### config.mk
export PLATFORM = sky130hd
export DESIGN_NAME = cmd_pin_front
export DESIGN_NICKNAME = d
export VERILOG_FILES = /design/src/hdl/cmd_pin_pkg.sv /design/src/hdl/cmd_pin_decode.sv /design/src/hdl/cmd_pin_front.sv
export SDC_FILE = /design/constraint.sdc
export NUM_CORES = 1
export LEC_CHECK = 0
export ABC_AREA = 1
export BUFFER_PORTS_ARGS = -buffer_cell sky130_fd_sc_hd__buf_2
export CAP_MARGIN = 20
export CORE_MARGIN = 2
export CORE_UTILIZATION = 52
export CTS_CLUSTER_DIAMETER = 150
export DETAILED_ROUTE_END_ITERATION = 10
export GPL_TIMING_DRIVEN = 0
export PLACE_DENSITY = 0.75
export SLEW_MARGIN = 10
export SYNTH_ARGS = -nofsm -noshare
export SYNTH_HDL_FRONTEND = slang
export SYNTH_SLANG_ARGS = --single-unit
### constraint.sdc
create_clock -name core_clk -period 1.6 [get_ports core_clk]
set_clock_uncertainty 0.1 [all_clocks]
set_input_delay 0.32 -clock core_clk [delete_from_list [all_inputs] [get_ports core_clk]]
set_output_delay 0.32 -clock core_clk [all_outputs]
set_load 0.1 [all_outputs]
### src/hdl/cmd_pin_pkg.sv
// Package of constants and carrier types for the memory command pin front end
package cmd_pin_pkg;
  // ==========================================================================
  // Widths
  localparam int unsigned BANK_W = 3;
  localparam int unsigned ADDR_W = 16;
  localparam int unsigned ROW_W = 12;
  localparam int unsigned COL_W = 10;
  localparam int unsigned NUM_BANKS = 8;
  // ==========================================================================
  // Address bit positions
  localparam int unsigned AUTO_PRECHARGE_POS = 10;
  localparam int unsigned BURST_CHOP_POS = 12;
  localparam int unsigned TERM_STROBE_POS = 11;
  // Mode register index and reset values
  localparam logic [2:0] SECOND_MODE_REG_IDX = 3'h1;
  localparam logic [15:0] MODE_REG_RESET = 16'h0000;
  // Bits of the second mode register that select termination value (zero = off)
  localparam int unsigned TERM_RTT_POS0 = 2;
  localparam int unsigned TERM_RTT_POS1 = 6;
  localparam int unsigned TERM_RTT_POS2 = 9;
  // ==========================================================================
  // Command codes {cs_n, ras_n, cas_n, we_n}
  localparam logic [3:0] CODE_MODE_SET = 4'h0;
  localparam logic [3:0] CODE_REFRESH = 4'h1;
  localparam logic [3:0] CODE_PRECHARGE = 4'h2;
  localparam logic [3:0] CODE_ACTIVATE = 4'h3;
  localparam logic [3:0] CODE_WRITE = 4'h4;
  localparam logic [3:0] CODE_READ = 4'h5;
  localparam logic [3:0] CODE_ZQ = 4'h6;
  localparam logic [3:0] CODE_NOP = 4'h7;

  typedef enum logic [3:0] {
    CMD_NONE, CMD_MODE_SET, CMD_REFRESH, CMD_PRECHARGE, CMD_ACTIVATE,
    CMD_WRITE, CMD_READ, CMD_ZQ, CMD_NOP
  } cmd_t;

  // Pins as sampled at the clock crossing
  typedef struct packed {
    logic cke;
    logic cs_n;
    logic ras_n;
    logic cas_n;
    logic we_n;
    logic [BANK_W-1:0] bank_select;
    logic [ADDR_W-1:0] addr;
    logic termination_request;
  } pin_sample_t;

  // Decoded command handed to the core
  typedef struct packed {
    cmd_t cmd;
    logic [BANK_W-1:0] bank;
    logic [ROW_W-1:0] row;
    logic [COL_W-1:0] col;
    logic auto_precharge;
    logic precharge_all;
    logic burst_chop;
    logic [2:0] mode_reg_idx;
    logic [ADDR_W-1:0] opcode;
  } cmd_info_t;
endpackage : cmd_pin_pkg

### src/hdl/cmd_pin_decode.sv
// Command decoder: turns one sampled pin set into a command record
`timescale 1ns/100ps
`default_nettype none
module cmd_pin_decode (
  // Sampled pins
  input wire cmd_pin_pkg::pin_sample_t pins,
  // Decoded command
  output cmd_pin_pkg::cmd_info_t info
);
  // ==========================================================================
  // Decode
  always_comb begin
    info = '0;
    info.bank = pins.bank_select;
    info.row = pins.addr[cmd_pin_pkg::ROW_W-1:0];
    info.col = pins.addr[cmd_pin_pkg::COL_W-1:0];
    info.auto_precharge = pins.addr[cmd_pin_pkg::AUTO_PRECHARGE_POS];
    info.precharge_all = pins.addr[cmd_pin_pkg::AUTO_PRECHARGE_POS];
    info.burst_chop = ~pins.addr[cmd_pin_pkg::BURST_CHOP_POS];
    info.mode_reg_idx = pins.bank_select;
    info.opcode = pins.addr;
    // Chip select high masks the whole command
    if (pins.cs_n) begin
      info.cmd = cmd_pin_pkg::CMD_NONE;
    end else begin
      unique case ({pins.cs_n, pins.ras_n, pins.cas_n, pins.we_n})
        cmd_pin_pkg::CODE_MODE_SET: info.cmd = cmd_pin_pkg::CMD_MODE_SET;
        cmd_pin_pkg::CODE_REFRESH: info.cmd = cmd_pin_pkg::CMD_REFRESH;
        cmd_pin_pkg::CODE_PRECHARGE: info.cmd = cmd_pin_pkg::CMD_PRECHARGE;
        cmd_pin_pkg::CODE_ACTIVATE: info.cmd = cmd_pin_pkg::CMD_ACTIVATE;
        cmd_pin_pkg::CODE_WRITE: info.cmd = cmd_pin_pkg::CMD_WRITE;
        cmd_pin_pkg::CODE_READ: info.cmd = cmd_pin_pkg::CMD_READ;
        cmd_pin_pkg::CODE_ZQ: info.cmd = cmd_pin_pkg::CMD_ZQ;
        default: info.cmd = cmd_pin_pkg::CMD_NOP;
      endcase
    end
  end
endmodule : cmd_pin_decode
`default_nettype wire

### src/hdl/cmd_pin_front.sv
// Command and control pin front end of a x16 double-data-rate memory device
//
// Overview of operation
// - All control and address pins are captured on the true-clock rising crossing.
// - Clock enable high runs clocks, buffers and drivers; low stops clocks and command buffers.
// - Clock enable low: idle banks give precharge power-down or self-refresh, else active.
// - Self-refresh exits on clock enable rising, seen without a clock edge.
// - Power-down keeps only clock, termination request and clock enable buffers on.
// - Self-refresh keeps only the clock enable buffer on.
// - Commands with chip select registered high are ignored.
// - Command decoded from chip select, row, column and write strobes together.
// - Registered termination request enables termination on data, strobes and masks.
// - Termination request ignored when second mode register disables termination.
// - Write beats with their mask sampled high are discarded, both strobe edges; the code samples the mask once per beat on the core clock rising edge.
// - On x8 a second mode register bit picks data mask or termination strobe.
// - Bank select picks target bank of activate, read, write, precharge.
// - Bank select picks which mode register a mode set writes; only the second mode register is held here.
// - Address gives row on activate and column on read and write.
// - Address inputs give the op-code of a mode register set.
// - Auto-precharge bit high closes the bank after a read or write.
// - Precharge with auto-precharge bit high closes all banks, else one bank.
// - Burst-chop bit low chops the burst; high runs full burst.
// - Reset input is active low and asynchronous.
`timescale 1ns/100ps
`default_nettype none
module cmd_pin_front (
  // Clock and reset
  input wire logic core_clk,
  input wire logic rst_n,
  // Command and address pins
  input wire logic cke,
  input wire logic cs_n,
  input wire logic ras_n,
  input wire logic cas_n,
  input wire logic we_n,
  input wire logic [cmd_pin_pkg::BANK_W-1:0] bank_select,
  input wire logic [cmd_pin_pkg::ADDR_W-1:0] addr,
  input wire logic termination_request,
  // Write mask pins, one per byte lane, sampled by the data path per beat
  input wire logic upper_byte_mask,
  input wire logic lower_byte_mask,
  input wire logic beat_valid,
  // Decoded command toward the array
  output logic cmd_valid,
  output cmd_pin_pkg::cmd_info_t cmd_info,
  // Power and buffer state
  output logic clocks_on,
  output logic cmd_buffers_on,
  output logic term_buffer_on,
  output logic precharge_power_down,
  output logic active_power_down,
  output logic self_refresh,
  // Bank and termination state
  output logic [cmd_pin_pkg::NUM_BANKS-1:0] bank_open,
  output logic termination_on,
  output logic [1:0] byte_write_enable,
  output logic termination_strobe_mode
);
  typedef enum logic [1:0] {PWR_ACTIVE, PWR_PRE_PD, PWR_ACT_PD, PWR_SELF_REF} pwr_t;

  // ==========================================================================
  // Input synchroniser: two flops before any logic
  cmd_pin_pkg::pin_sample_t raw_s;
  cmd_pin_pkg::pin_sample_t meta_q;
  cmd_pin_pkg::pin_sample_t samp_q;
  logic [2:0] mask_meta_q;
  logic [2:0] mask_q;
  cmd_pin_pkg::cmd_info_t dec_s;

  assign raw_s = '{cke: cke, cs_n: cs_n, ras_n: ras_n, cas_n: cas_n, we_n: we_n,
                   bank_select: bank_select, addr: addr, termination_request: termination_request};

  // Sample on the core clock rising edge, standing for the differential crossing
  always_ff @(posedge core_clk or negedge rst_n) begin
    if (!rst_n) begin
      meta_q <= '0;
      samp_q <= '0;
      mask_meta_q <= 3'h0;
      mask_q <= 3'h0;
    end else begin
      meta_q <= raw_s;
      samp_q <= meta_q;
      mask_meta_q <= {beat_valid, upper_byte_mask, lower_byte_mask};
      mask_q <= mask_meta_q;
    end
  end

  cmd_pin_decode u_decode (
    .pins(samp_q),
    .info(dec_s)
  );

  // ==========================================================================
  // Power state, mode register, bank state
  pwr_t pwr_q, pwr_d;
  logic [cmd_pin_pkg::ADDR_W-1:0] mode_reg_q, mode_reg_d;
  logic [cmd_pin_pkg::NUM_BANKS-1:0] bank_open_q, bank_open_d;
  logic cmd_valid_q, cmd_valid_d;
  cmd_pin_pkg::cmd_info_t cmd_info_q, cmd_info_d;
  logic term_on_q, term_on_d;
  logic [1:0] bwe_q, bwe_d;
  logic cmd_live;
  logic term_enabled;

  // Commands are accepted only while clocks and command buffers run
  assign cmd_live = (pwr_q == PWR_ACTIVE) && samp_q.cke;
  // Any nonzero termination value in the second mode register enables it
  assign term_enabled = mode_reg_q[cmd_pin_pkg::TERM_RTT_POS0] | mode_reg_q[cmd_pin_pkg::TERM_RTT_POS1] |
                        mode_reg_q[cmd_pin_pkg::TERM_RTT_POS2];

  // Next-state logic for power, banks, mode register and termination
  always_comb begin
    pwr_d = pwr_q;
    mode_reg_d = mode_reg_q;
    bank_open_d = bank_open_q;
    cmd_valid_d = 1'b0;
    cmd_info_d = cmd_info_q;
    term_on_d = 1'b0;
    bwe_d = 2'h0;
    unique case (pwr_q)
      PWR_ACTIVE: begin
        if (!samp_q.cke) begin
          // A refresh issued with clock enable dropping and all banks idle enters self-refresh
          if (bank_open_q == '0) begin
            pwr_d = (dec_s.cmd == cmd_pin_pkg::CMD_REFRESH) ? PWR_SELF_REF : PWR_PRE_PD;
          end else begin
            pwr_d = PWR_ACT_PD;
          end
        end
      end
      PWR_PRE_PD, PWR_ACT_PD: begin
        if (samp_q.cke) begin
          pwr_d = PWR_ACTIVE;
        end
      end
      PWR_SELF_REF: begin
        // Exit waits for the synchronised clock enable; outputs wake early on the asynchronous path below
        if (samp_q.cke) begin
          pwr_d = PWR_ACTIVE;
        end
      end
    endcase
    if (cmd_live && dec_s.cmd != cmd_pin_pkg::CMD_NONE && dec_s.cmd != cmd_pin_pkg::CMD_NOP) begin
      cmd_valid_d = 1'b1;
      cmd_info_d = dec_s;
      unique case (dec_s.cmd)
        cmd_pin_pkg::CMD_ACTIVATE: bank_open_d[dec_s.bank] = 1'b1;
        cmd_pin_pkg::CMD_PRECHARGE: begin
          if (dec_s.precharge_all) begin
            bank_open_d = '0;
          end else begin
            bank_open_d[dec_s.bank] = 1'b0;
          end
        end
        cmd_pin_pkg::CMD_READ, cmd_pin_pkg::CMD_WRITE: begin
          if (dec_s.auto_precharge) begin
            bank_open_d[dec_s.bank] = 1'b0;
          end
        end
        cmd_pin_pkg::CMD_MODE_SET: begin
          if (dec_s.mode_reg_idx == cmd_pin_pkg::SECOND_MODE_REG_IDX) begin
            mode_reg_d = dec_s.opcode;
          end
        end
        default: ;
      endcase
    end
    // Termination request stays sampled in power-down but not in self-refresh
    term_on_d = samp_q.termination_request && term_enabled && (pwr_q != PWR_SELF_REF);
    // A high mask on a beat blocks that byte lane while commands are live; the strobe mode bit does not gate the mask
    if (mask_q[2] && cmd_live) begin
      bwe_d[1] = ~mask_q[1];
      bwe_d[0] = ~mask_q[0];
    end
  end

  // Register the state
  always_ff @(posedge core_clk or negedge rst_n) begin
    if (!rst_n) begin
      pwr_q <= PWR_ACTIVE;
      mode_reg_q <= cmd_pin_pkg::MODE_REG_RESET;
      bank_open_q <= '0;
      cmd_valid_q <= 1'b0;
      cmd_info_q <= '0;
      term_on_q <= 1'b0;
      bwe_q <= 2'h0;
    end else begin
      pwr_q <= pwr_d;
      mode_reg_q <= mode_reg_d;
      bank_open_q <= bank_open_d;
      cmd_valid_q <= cmd_valid_d;
      cmd_info_q <= cmd_info_d;
      term_on_q <= term_on_d;
      bwe_q <= bwe_d;
    end
  end

  // ==========================================================================
  // Self-refresh exit: clock enable rise is seen without a clock edge.
  // The raw pin is only gated with the registered state; this is an
  // asynchronous wake path, so it may glitch briefly on entry.
  logic sr_wake;
  assign sr_wake = (pwr_q == PWR_SELF_REF) && cke;

  // ==========================================================================
  // Outputs
  assign cmd_valid = cmd_valid_q;
  assign cmd_info = cmd_info_q;
  assign clocks_on = ((pwr_q == PWR_ACTIVE) && samp_q.cke) || sr_wake;
  assign cmd_buffers_on = clocks_on;
  assign term_buffer_on = (pwr_q != PWR_SELF_REF) || sr_wake;
  assign precharge_power_down = (pwr_q == PWR_PRE_PD);
  assign active_power_down = (pwr_q == PWR_ACT_PD);
  assign self_refresh = (pwr_q == PWR_SELF_REF) && !sr_wake;
  assign bank_open = bank_open_q;
  assign termination_on = term_on_q;
  assign byte_write_enable = bwe_q;
  assign termination_strobe_mode = mode_reg_q[cmd_pin_pkg::TERM_STROBE_POS];

  // ==========================================================================
  // Assertions
  property p_mask_chip_select;
    @(posedge core_clk) disable iff (!rst_n) samp_q.cs_n |=> !cmd_valid;
  endproperty
  a_mask_chip_select: assert property (p_mask_chip_select) else $error("command taken with chip select high");

  property p_precharge_all;
    @(posedge core_clk) disable iff (!rst_n)
      (cmd_live && dec_s.cmd == cmd_pin_pkg::CMD_PRECHARGE && dec_s.precharge_all) |=> (bank_open == '0);
  endproperty
  a_precharge_all: assert property (p_precharge_all) else $error("precharge all left a bank open");

  property p_activate_opens;
    @(posedge core_clk) disable iff (!rst_n)
      (cmd_live && dec_s.cmd == cmd_pin_pkg::CMD_ACTIVATE) |=> bank_open[$past(dec_s.bank)];
  endproperty
  a_activate_opens: assert property (p_activate_opens) else $error("activate did not open bank");

  property p_auto_precharge;
    @(posedge core_clk) disable iff (!rst_n)
      (cmd_live && dec_s.cmd == cmd_pin_pkg::CMD_READ && dec_s.auto_precharge) |=> !bank_open[$past(dec_s.bank)];
  endproperty
  a_auto_precharge: assert property (p_auto_precharge) else $error("auto precharge did not close bank");

  property p_term_disabled;
    @(posedge core_clk) disable iff (!rst_n) !term_enabled |=> !termination_on;
  endproperty
  a_term_disabled: assert property (p_term_disabled) else $error("termination on while disabled");

  property p_power_down_kind;
    @(posedge core_clk) disable iff (!rst_n)
      (pwr_q == PWR_ACTIVE && !samp_q.cke && bank_open != '0) |=> active_power_down;
  endproperty
  a_power_down_kind: assert property (p_power_down_kind) else $error("wrong power-down kind");

  property p_cke_gates;
    @(posedge core_clk) disable iff (!rst_n) precharge_power_down |-> !clocks_on && term_buffer_on;
  endproperty
  a_cke_gates: assert property (p_cke_gates) else $error("buffers wrong in power-down");

  property p_write_mask;
    @(posedge core_clk) disable iff (!rst_n) (mask_q[2] && mask_q[0] && cmd_live) |=> !byte_write_enable[0];
  endproperty
  a_write_mask: assert property (p_write_mask) else $error("masked beat written");

  property p_cmd_needs_cke;
    @(posedge core_clk) disable iff (!rst_n) !cmd_live |=> !cmd_valid;
  endproperty
  a_cmd_needs_cke: assert property (p_cmd_needs_cke) else $error("command taken with clocks off");

  property p_sr_entry;
    @(posedge core_clk) disable iff (!rst_n)
      (pwr_q == PWR_ACTIVE && !samp_q.cke && bank_open == '0 &&
       dec_s.cmd == cmd_pin_pkg::CMD_REFRESH) |=> (pwr_q == PWR_SELF_REF);
  endproperty
  a_sr_entry: assert property (p_sr_entry) else $error("self-refresh not entered");

  property p_sr_wake;
    @(posedge core_clk) disable iff (!rst_n)
      (pwr_q == PWR_SELF_REF && cke) |-> (!self_refresh && clocks_on);
  endproperty
  a_sr_wake: assert property (p_sr_wake) else $error("self-refresh wake missed");

  property p_sr_bufs;
    @(posedge core_clk) disable iff (!rst_n) self_refresh |-> (!cmd_buffers_on && !term_buffer_on);
  endproperty
  a_sr_bufs: assert property (p_sr_bufs) else $error("buffers on in self-refresh");

  property p_apd_bufs;
    @(posedge core_clk) disable iff (!rst_n) active_power_down |-> (!cmd_buffers_on && term_buffer_on);
  endproperty
  a_apd_bufs: assert property (p_apd_bufs) else $error("buffers wrong in active power-down");

  property p_term_follows;
    @(posedge core_clk) disable iff (!rst_n)
      (samp_q.termination_request && term_enabled && pwr_q != PWR_SELF_REF) |=> termination_on;
  endproperty
  a_term_follows: assert property (p_term_follows) else $error("termination request not honoured");

  property p_mode_load;
    @(posedge core_clk) disable iff (!rst_n)
      (cmd_live && dec_s.cmd == cmd_pin_pkg::CMD_MODE_SET &&
       dec_s.mode_reg_idx == cmd_pin_pkg::SECOND_MODE_REG_IDX)
        |=> (mode_reg_q == $past(dec_s.opcode));
  endproperty
  a_mode_load: assert property (p_mode_load) else $error("mode register op-code not loaded");
endmodule : cmd_pin_front
`default_nettype wire

---- Word level (Yosys, flattened, before mapping) ----
Cells that the tools add are included.
cells by class
  magnitude comparators ................... 2
  eq/ne operators ......................... 21
  mux-type cells .......................... 14
  bitwise gates (word level) .............. 8
  reduce and logical (&&, ||, !) cells .... 22
operators with widths
  kind                                                                          number
  4-bit case mux with 7 select lines                                            1
  4-bit by 3-bit == test with 1-bit output, second input constant               6
  8-bit case mux with 3 select lines                                            1
  4-bit by 2-bit == test with 1-bit output, second input constant               4
  8-bit two-way mux                                                             2
  2-bit two-way mux                                                             5
  1-bit logical AND                                                             9
  8-bit bitwise AND                                                             1
  4-bit by 1-bit == test with 1-bit output, second input constant               2
  8-bit logical NOT                                                             1
  8-bit inverter                                                                1
  8-bit OR                                                                      1
  2-bit inequality test, second input constant                                  3
  3-bit AND reduction                                                           2
  2-bit == test, second input constant                                          2
  4-bit logical NOT                                                             1
  3-bit by 4-bit less-than comparator with 1-bit output, second input constant  1
  4-bit two-way mux                                                             1
  4-bit inequality test, second input constant                                  1
  2-bit case mux with 2 select lines                                            1
  4-bit nonzero test                                                            1
  1-bit demux with 3-bit select                                                 1
  3-bit by 1-bit == test with 1-bit output, second input constant               1
  3-bit by 1-bit >= comparator with 1-bit output, second input constant         1
  other kinds (12)                                                              17
storage, ports and cells
  register bits after elaboration ......... 129
  input port bits ......................... 30
  output and inout port bits .............. 70
  logic and storage cells ................. 98

---- Logic depth before layout (Yosys ltp) ----
Gate-level depths: netlist (run 1).
  word-level depth ........................ 8
  gate-level depth with buffers ........... 8
  gate-level depth less buffers ........... 8

---- Cells and area by module ----
Synthesis (run 1) repeated with hierarchy kept, for this count alone.
second synthesis, totals
  cell total of the unflattened synthesis .. 496
  area total of the unflattened synthesis .. 4818.4 um^2
by module, submodules not included
  module          times used  cells an instance  area each (um^2)
  cmd_pin_front   1           438                4425.5
  cmd_pin_decode  1           58                 392.9

---- Worst setup path before layout (run 1) ----
OpenSTA, ideal clock, no wires.
  path kind ............................... register to output
  start point ............................. register pwr_q[0]
  end point ............................... output port term_buffer_on
  data arrival time ....................... 2.676 ns
  slack ................................... -1.496 ns
  cell stages (with the launch flop) ...... 4
  buffers on the path ..................... 0
  cells stage by stage .................... dfrtp_1 -> nand2_1 -> nor2_1 -> inv_1
between the ends
  longest elaborated chain between the ends .. 3
  elaborated cells on any way between the ends .. 4
  those cells by class .................... eq/ne (2); reduce/logical (2)
RTL lines
  what                    line                  text
  start, declared         cmd_pin_front.sv:95   pwr_t pwr_q, pwr_d;
  start signal, assigned  cmd_pin_front.sv:188  pwr_q <= pwr_d;
  2-bit == test           cmd_pin_front.sv:203  assign sr_wake = (pwr_q == PWR_SELF_REF) && cke;
  1-bit logical AND       cmd_pin_front.sv:203
  1-bit logical OR (*)    cmd_pin_front.sv:211  assign term_buffer_on = (pwr_q != PWR_SELF_REF) || sr_wake;
  end, declared           cmd_pin_front.sv:49   output logic term_buffer_on,
Mark *: on every way between the ends. The rest lies on a longest branch, timed or not.

---- Worst setup path after layout (run 1) ----
  start point ............................. register pwr_q[0]
  end point ............................... output port cmd_buffers_on
between the ends
  longest elaborated chain between the ends .. 3
  elaborated cells on any way between the ends .. 5
  those cells by class .................... eq/ne (1); reduce/logical (4)
RTL lines
  what                                                line                                        text
  2-bit == test or 2-bit logical NOT (tied branches)  cmd_pin_front.sv:203, cmd_pin_front.sv:209
  1-bit logical AND (on tied branches)                cmd_pin_front.sv:203, cmd_pin_front.sv:209
  1-bit logical OR (*)                                cmd_pin_front.sv:209                        assign clocks_on = ((pwr_q == PWR_ACTIVE) && samp_q.cke) || sr_wake;
  end, declared                                       cmd_pin_front.sv:48                         output logic cmd_buffers_on,
Marked as above.

==> results of run 1 <==
[logic make-up (layout without fill, tap and decap cells)]
logic type	count (synthesis)	after routing	share of synthesized area
AND/OR/NAND/NOR	151	151	0.182
flip-flops	98	98	0.668
buffers and inverters	60	215	0.0972
AO/OA/AOI/OAI	31	31	0.0518
[worst max-delay path: cells and delay by family, from the launching register on]
| family | cells | cell delay (ns) |
|---|---|---|
| and+or+nand+nor | 2 | 0.17 |
| DFF | 1 | 0.46 |
| buffers and inverters | 3 | 0.34 |
[synth_stat cells]
master / count
nor2_4: 1
a21oi_1: 2
or2_2: 1
nand2_2: 3
buf_6: 3
nand4_1: 8
nand2_4: 1
nor2_2: 1
buf_2: 3
nand2_1: 84
nand3_1: 31
o22ai_1: 1
o31ai_1: 1
inv_1: 23
o21ai_0: 17
o21ai_1: 5
inv_2: 3
a21oi_4: 1
nor2_1: 17
a31oi_1: 1
o311a_1: 1
nand3_2: 1
nor3_1: 2
o21a_1: 1
nand3b_2: 1
o21ai_4: 1
dfrtp_1: 98
buf_4: 28
[flip-flops by register name, summed over array words and instances, names as in the netlist]
name	flops
bank_open	8
byte_write_enable	2
cmd_info	24
cmd_valid	1
mask_meta_q	3
mask_q	3
meta_q	25
mode_reg_q	4
pwr_q	2
samp_q	25
termination_on	1
[worst min-delay path by stage]
stage / cells after the start / to / slack [ns]
global route: 1 / meta_q[24] / 0.04
global placement: 0 / mask_q[1] / 0.23
floorplan: 0 / bank_open[0] / -0.08
finish: 1 / meta_q[24] / 0.05
detailed placement: 1 / mode_reg_q[9] / 0.19
CTS: 1 / meta_q[24] / 0.03
[per-stage QoR]
step                      hold slack [ns]  worst slack, ns   util  setup TNS (ns)
final                              0.0474           -0.145  0.776          -0.653
after CTS                          0.0307           -0.166  0.754          -0.792
after global placement              0.231           -0.933  0.638          -77.62
after floorplan                   -0.0756           -0.412      -          -0.757
after global routing               0.0360           -0.183  0.776           -1.16
after detailed placement            0.190           -0.166  0.643          -0.436
[timing repair]
action | in CTS | in global routing
pin swaps | 2 | 2
setup buffers | 7 | 4
hold buffers | 28 | 0
endpoints found under the setup margin | 73 | 65
cloned | 0 | 0
resized for setup | 74 | 42
endpoints found under the hold margin | 58 | 0
[routing by layer]
layer,global-route usage,vias up
met3,0.0405,12
met2,0.373,111
met1,0.280,1330
li1,-,1369
met5,0,-
met4,0.0839,0
[cell type report]
cell class              count  area share
repair buffers            139       0.223
clock inverters             5      0.0119
inverters                  26      0.0199
clock buffers              11      0.0268
multi-input cells         182       0.176
well taps                  96      0.0228
flip-flops and latches     98       0.469
plain buffers              34      0.0503
==> flow_summary.toml, run 1 <==
[status]
status = "finished, violations left"
violations = "negative setup slack"

[placement]
place.port_buffers = 99
post-place-cells = 536
gp_congestion = 0.926
place_area_mm2 = 0.00437
dp_hpwl_mm = 4.83

[worst_setup_path]
rrSetupSlack_ns = 0.04
r2r-start = "pwr_q[0]"
critical_path_required_ns = 1.18
endpoint = "cmd_buffers_on"
worst_r2r_path_depth = 7
crit_start = "pwr_q[0]"
path_max_fanout = 5
slowest_stage = "dfrtp_2"
reg2reg_to = "cmd_info[49]"
path_class = "reg -> out"
worst_setup_path_start_kind = "register"
crit_chain = "inv_4 -> nand3_4 -> nand2_8 -> buf_6 -> buf_12"
worstSetupEndpointType = "output pin"
cp.arrival_ns = 1.32
cp_slowest_stage_delay_ns = 0.46

[floorplanning]
core_mm2 = 0.00679
die_w_um = 88.0
pin_count = 100
die_h_um = 88.0
initial_core_util = 0.540
num_rows = 30
die_area_mm2 = 0.00774

[synthesis]
synth-seq-cells = 98
avgSynthCellArea_um2 = 10.8
yosys_warnings = 0
synth_area_mm2 = 0.00367
synth_cell_types = 28
synth_area_leaders = "dfrtp_1, nand2_1, buf_4"
synth_nets = 370
yosysTopAreaCellShare = 0.668
synth_top_area_cell = "dfrtp_1"
postSynthCellCount = 340
ys_seq_area_frac = 0.668

[grt]
grt_use_total = 0.219
antenna_found_initial = 0
grt-ovfl-total = 0
grt_max_degree = 68
grt_pass1_vias = 2675
grt_pass1_wl_mm = 12.8

[route]
dr.first_iter.drc_count = 273
remaining_drc_errors = 0
firstDrtPassIters = 4
wl_met3_um = 504
vias = 2822
top_layer_used = "met4"
ant_nets = 0
drt_wl_total_mm = 8.08
viasPerCell = 4.77
met1_length_mm = 3.36
wl_per_cell_um = 13.7
wl_met2_mm = 4.11

[sta]
rsz0062_at_grt = "true"
setup_viol = 6
slew_headroom = 0.679
clock.fmax_mhz = 573
post-route-period-util = 1.09
hold_viol = 0
period_needed_ns = 1.74
tightest_slew_ns = 0.484
layout_setup_ws_ns = -0.145
drv_slew = 0

[clocking]
h-tree-depth = 3
clock_latency_ns = 0.37
clockRootBuffer = "clkbuf_8"
ctsLongestPathBuffers = 2
cts.sinks = 98
clk_pin_slew_ns = 0.09
cts_made_buffers = 9
cts_tree = "yes"

[run]
drv_cap = 0

[layout]
syn_to_final_growth_pct = 43.8
multi_input_area_um2 = 927
nFillCells = 441
fin_cells = 591
n_antenna_cell = 0
seq_area_mm2 = 0.00247
fin_area_mm2 = 0.00528
final_nets = 520
layout-drive-gt1-share = 0.406
final_cell_mix = "nand2_1, dfrtp_1, buf_4"

[hold_path]
hp-start = "cke"
min_path_type = "in -> reg"
Power of run 1 is not shown: default switching activity piles up to over one toggle a cycle in this logic, so the estimate is an artifact.
==> run 2, diff against run 1 <==
--- a/config.mk
+++ b/config.mk
@@ -11,3 +11,3 @@
 export CORE_MARGIN = 2
-export CORE_UTILIZATION = 52
+export CORE_UTILIZATION = 56
 export CTS_CLUSTER_DIAMETER = 150
@@ -15,3 +15,3 @@
 export GPL_TIMING_DRIVEN = 0
-export PLACE_DENSITY = 0.75
+export PLACE_DENSITY = 0.8
 export SLEW_MARGIN = 10
==> constraint.sdc (replaced) <==
create_clock -name core_clk -period 2.15 [get_ports core_clk]
set_clock_uncertainty 0.1 [all_clocks]
set_input_delay 0.3225 -clock core_clk [delete_from_list [all_inputs] [get_ports core_clk]]
set_output_delay 0.3225 -clock core_clk [all_outputs]
set_load 0.1 [all_outputs]
==> flow_summary.toml, run 2 (synthesized netlist as in run 1, its figures left out) <==
[floorplanning]
die_h_um = 84.9
die_area_mm2 = 0.00721
die_w_um = 84.9
pin_count = 100
num_rows = 29
core_mm2 = 0.00635
initial_core_util = 0.578

[clocking]
postCtsSetupBuffers = 0
ctsLongestPathBuffers = 2
clock_latency_ns = 0.36
h-tree-depth = 3
cts.sinks = 98
cts_tree = "yes"
cts_made_buffers = 9
clk_pin_slew_ns = 0.09
clockRootBuffer = "clkbuf_8"

[sta]
drv_slew = 0
slew_headroom = 0.668
post-route-period-util = 0.931
tightest_slew_ns = 0.501
rsz0062_at_grt = "false"
clock.fmax_mhz = 499
setup_viol = 0
hold_viol = 0
period_needed_ns = 2.00

[grt]
grt_pass1_vias = 2636
grt_use_total = 0.219
grt_pass1_wl_mm = 12.3
grt-ovfl-total = 0
antenna_found_initial = 0
grt_max_degree = 71

[placement]
place.port_buffers = 99
dp_hpwl_mm = 4.57
post-place-cells = 517
gp_congestion = 0.898

[layout]
final_nets = 509
utilization = 0.750
fin_cells = 561
seq_area_mm2 = 0.00245
final_common_cell = "buf_2"
nFillCells = 424
layout-drive-gt1-share = 0.345
syn_to_final_growth_pct = 29.8
multi_input_area_um2 = 872
n_antenna_cell = 0
final_cell_mix = "buf_2, dfrtp_1, nand2_1"

[route]
dr.first_iter.drc_count = 285
drt_wl_total_mm = 7.04
wl_per_cell_um = 12.5
ant_nets = 0
vias = 2775
viasPerCell = 4.95
remaining_drc_errors = 0
firstDrtPassIters = 5

[worst_setup_path]
critical_path_required_ns = 1.73
path_max_fanout = 5
cp_slowest_stage_delay_ns = 0.43
cp.arrival_ns = 1.58
slowest_stage = "dfrtp_1"
worst_setup_path_start_kind = "register"
worstSetupEndpointType = "output pin"
crit_chain = "inv_1 -> nand3_2 -> nand2_1 -> buf_2"
path_class = "reg -> out"

[run]
drv_cap = 0

[status]
status = "finished, final reports clean"

[hold_path]
min_path_type = "in -> reg"
run 2: cell types whose count changed in the layout (fill, tap and decap cells not counted), sizes merged:
cell and change:
clkbuf -12, clkinvlp +2, buf -1, bufinv -1, inv +1
run 2: path summary, 6_finish.rpt:
path | endpoint | startpoint | slack [ns] | depth (start not counted)
min reg2reg | samp_q[13] | meta_q[13] | 0.25 | 0
max | clocks_on | pwr_q[1] | 0.15 | 4
min in group asynchronous | cmd_info[41] | rst_n | 0.33 | 2
max in group asynchronous | meta_q[17] | rst_n | 0.98 | 3
min | meta_q[24] | cke | 0.04 | 1
max reg2reg | mode_reg_q[2] | pwr_q[1] | 0.62 | 6
run 2: per-stage QoR:
step | cell area (um2) | setup slack (ns) | hold slack, ns | TNS [ns]
3_3_place_gp | 4270 | -0.192 | 0.231 | -18.29
4_1_cts | 4760 | 0.0542 | 0.0273 | 0
3_5_place_dp | 4300 | 0.452 | 0.180 | 0
5_1_grt | 4760 | 0.0560 | 0.0335 | 0
6_report | 4760 | 0.148 | 0.0395 | 0
2_1_floorplan | 3680 | 0.00141 | -0.0731 | 0
run 2: worst max-delay path: cells and delay by family, from the launching register on:
| family | cells | cell delay [ns] |
|---|---|---|
| AND/OR/NAND/NOR | 2 | 0.26 |
| buffers and inverters | 2 | 0.54 |
| flip-flops | 1 | 0.43 |
run 2: metal layers:
layer	share of wire	global-route usage	wire (um)	vias up
li1	-	-	-	1343
met1	0.41	0.291	2920	1290
met2	0.49	0.359	3470	134
met3	0.076	0.0467	534	8
met4	0.015	0.0808	108	0
met5	0	0	0	-
run 2: area by class of cell:
cell class,instances,area share
timing repair buffer,128,0.170
inverter,26,0.0205
clock buffer,9,0.0260
tap,77,0.0202
buffer,34,0.0544
multi-input combinational,182,0.183
sequential,98,0.515
clock inverter,7,0.0110
run 2: repair_timing:
action                                  4_1_cts  5_1_grt
resized for setup                             0        1
endpoints found under the setup margin        0        1
hold buffers                                 28        0
endpoints found under the hold margin        55        0
Power of run 2 is left out for the same reason.
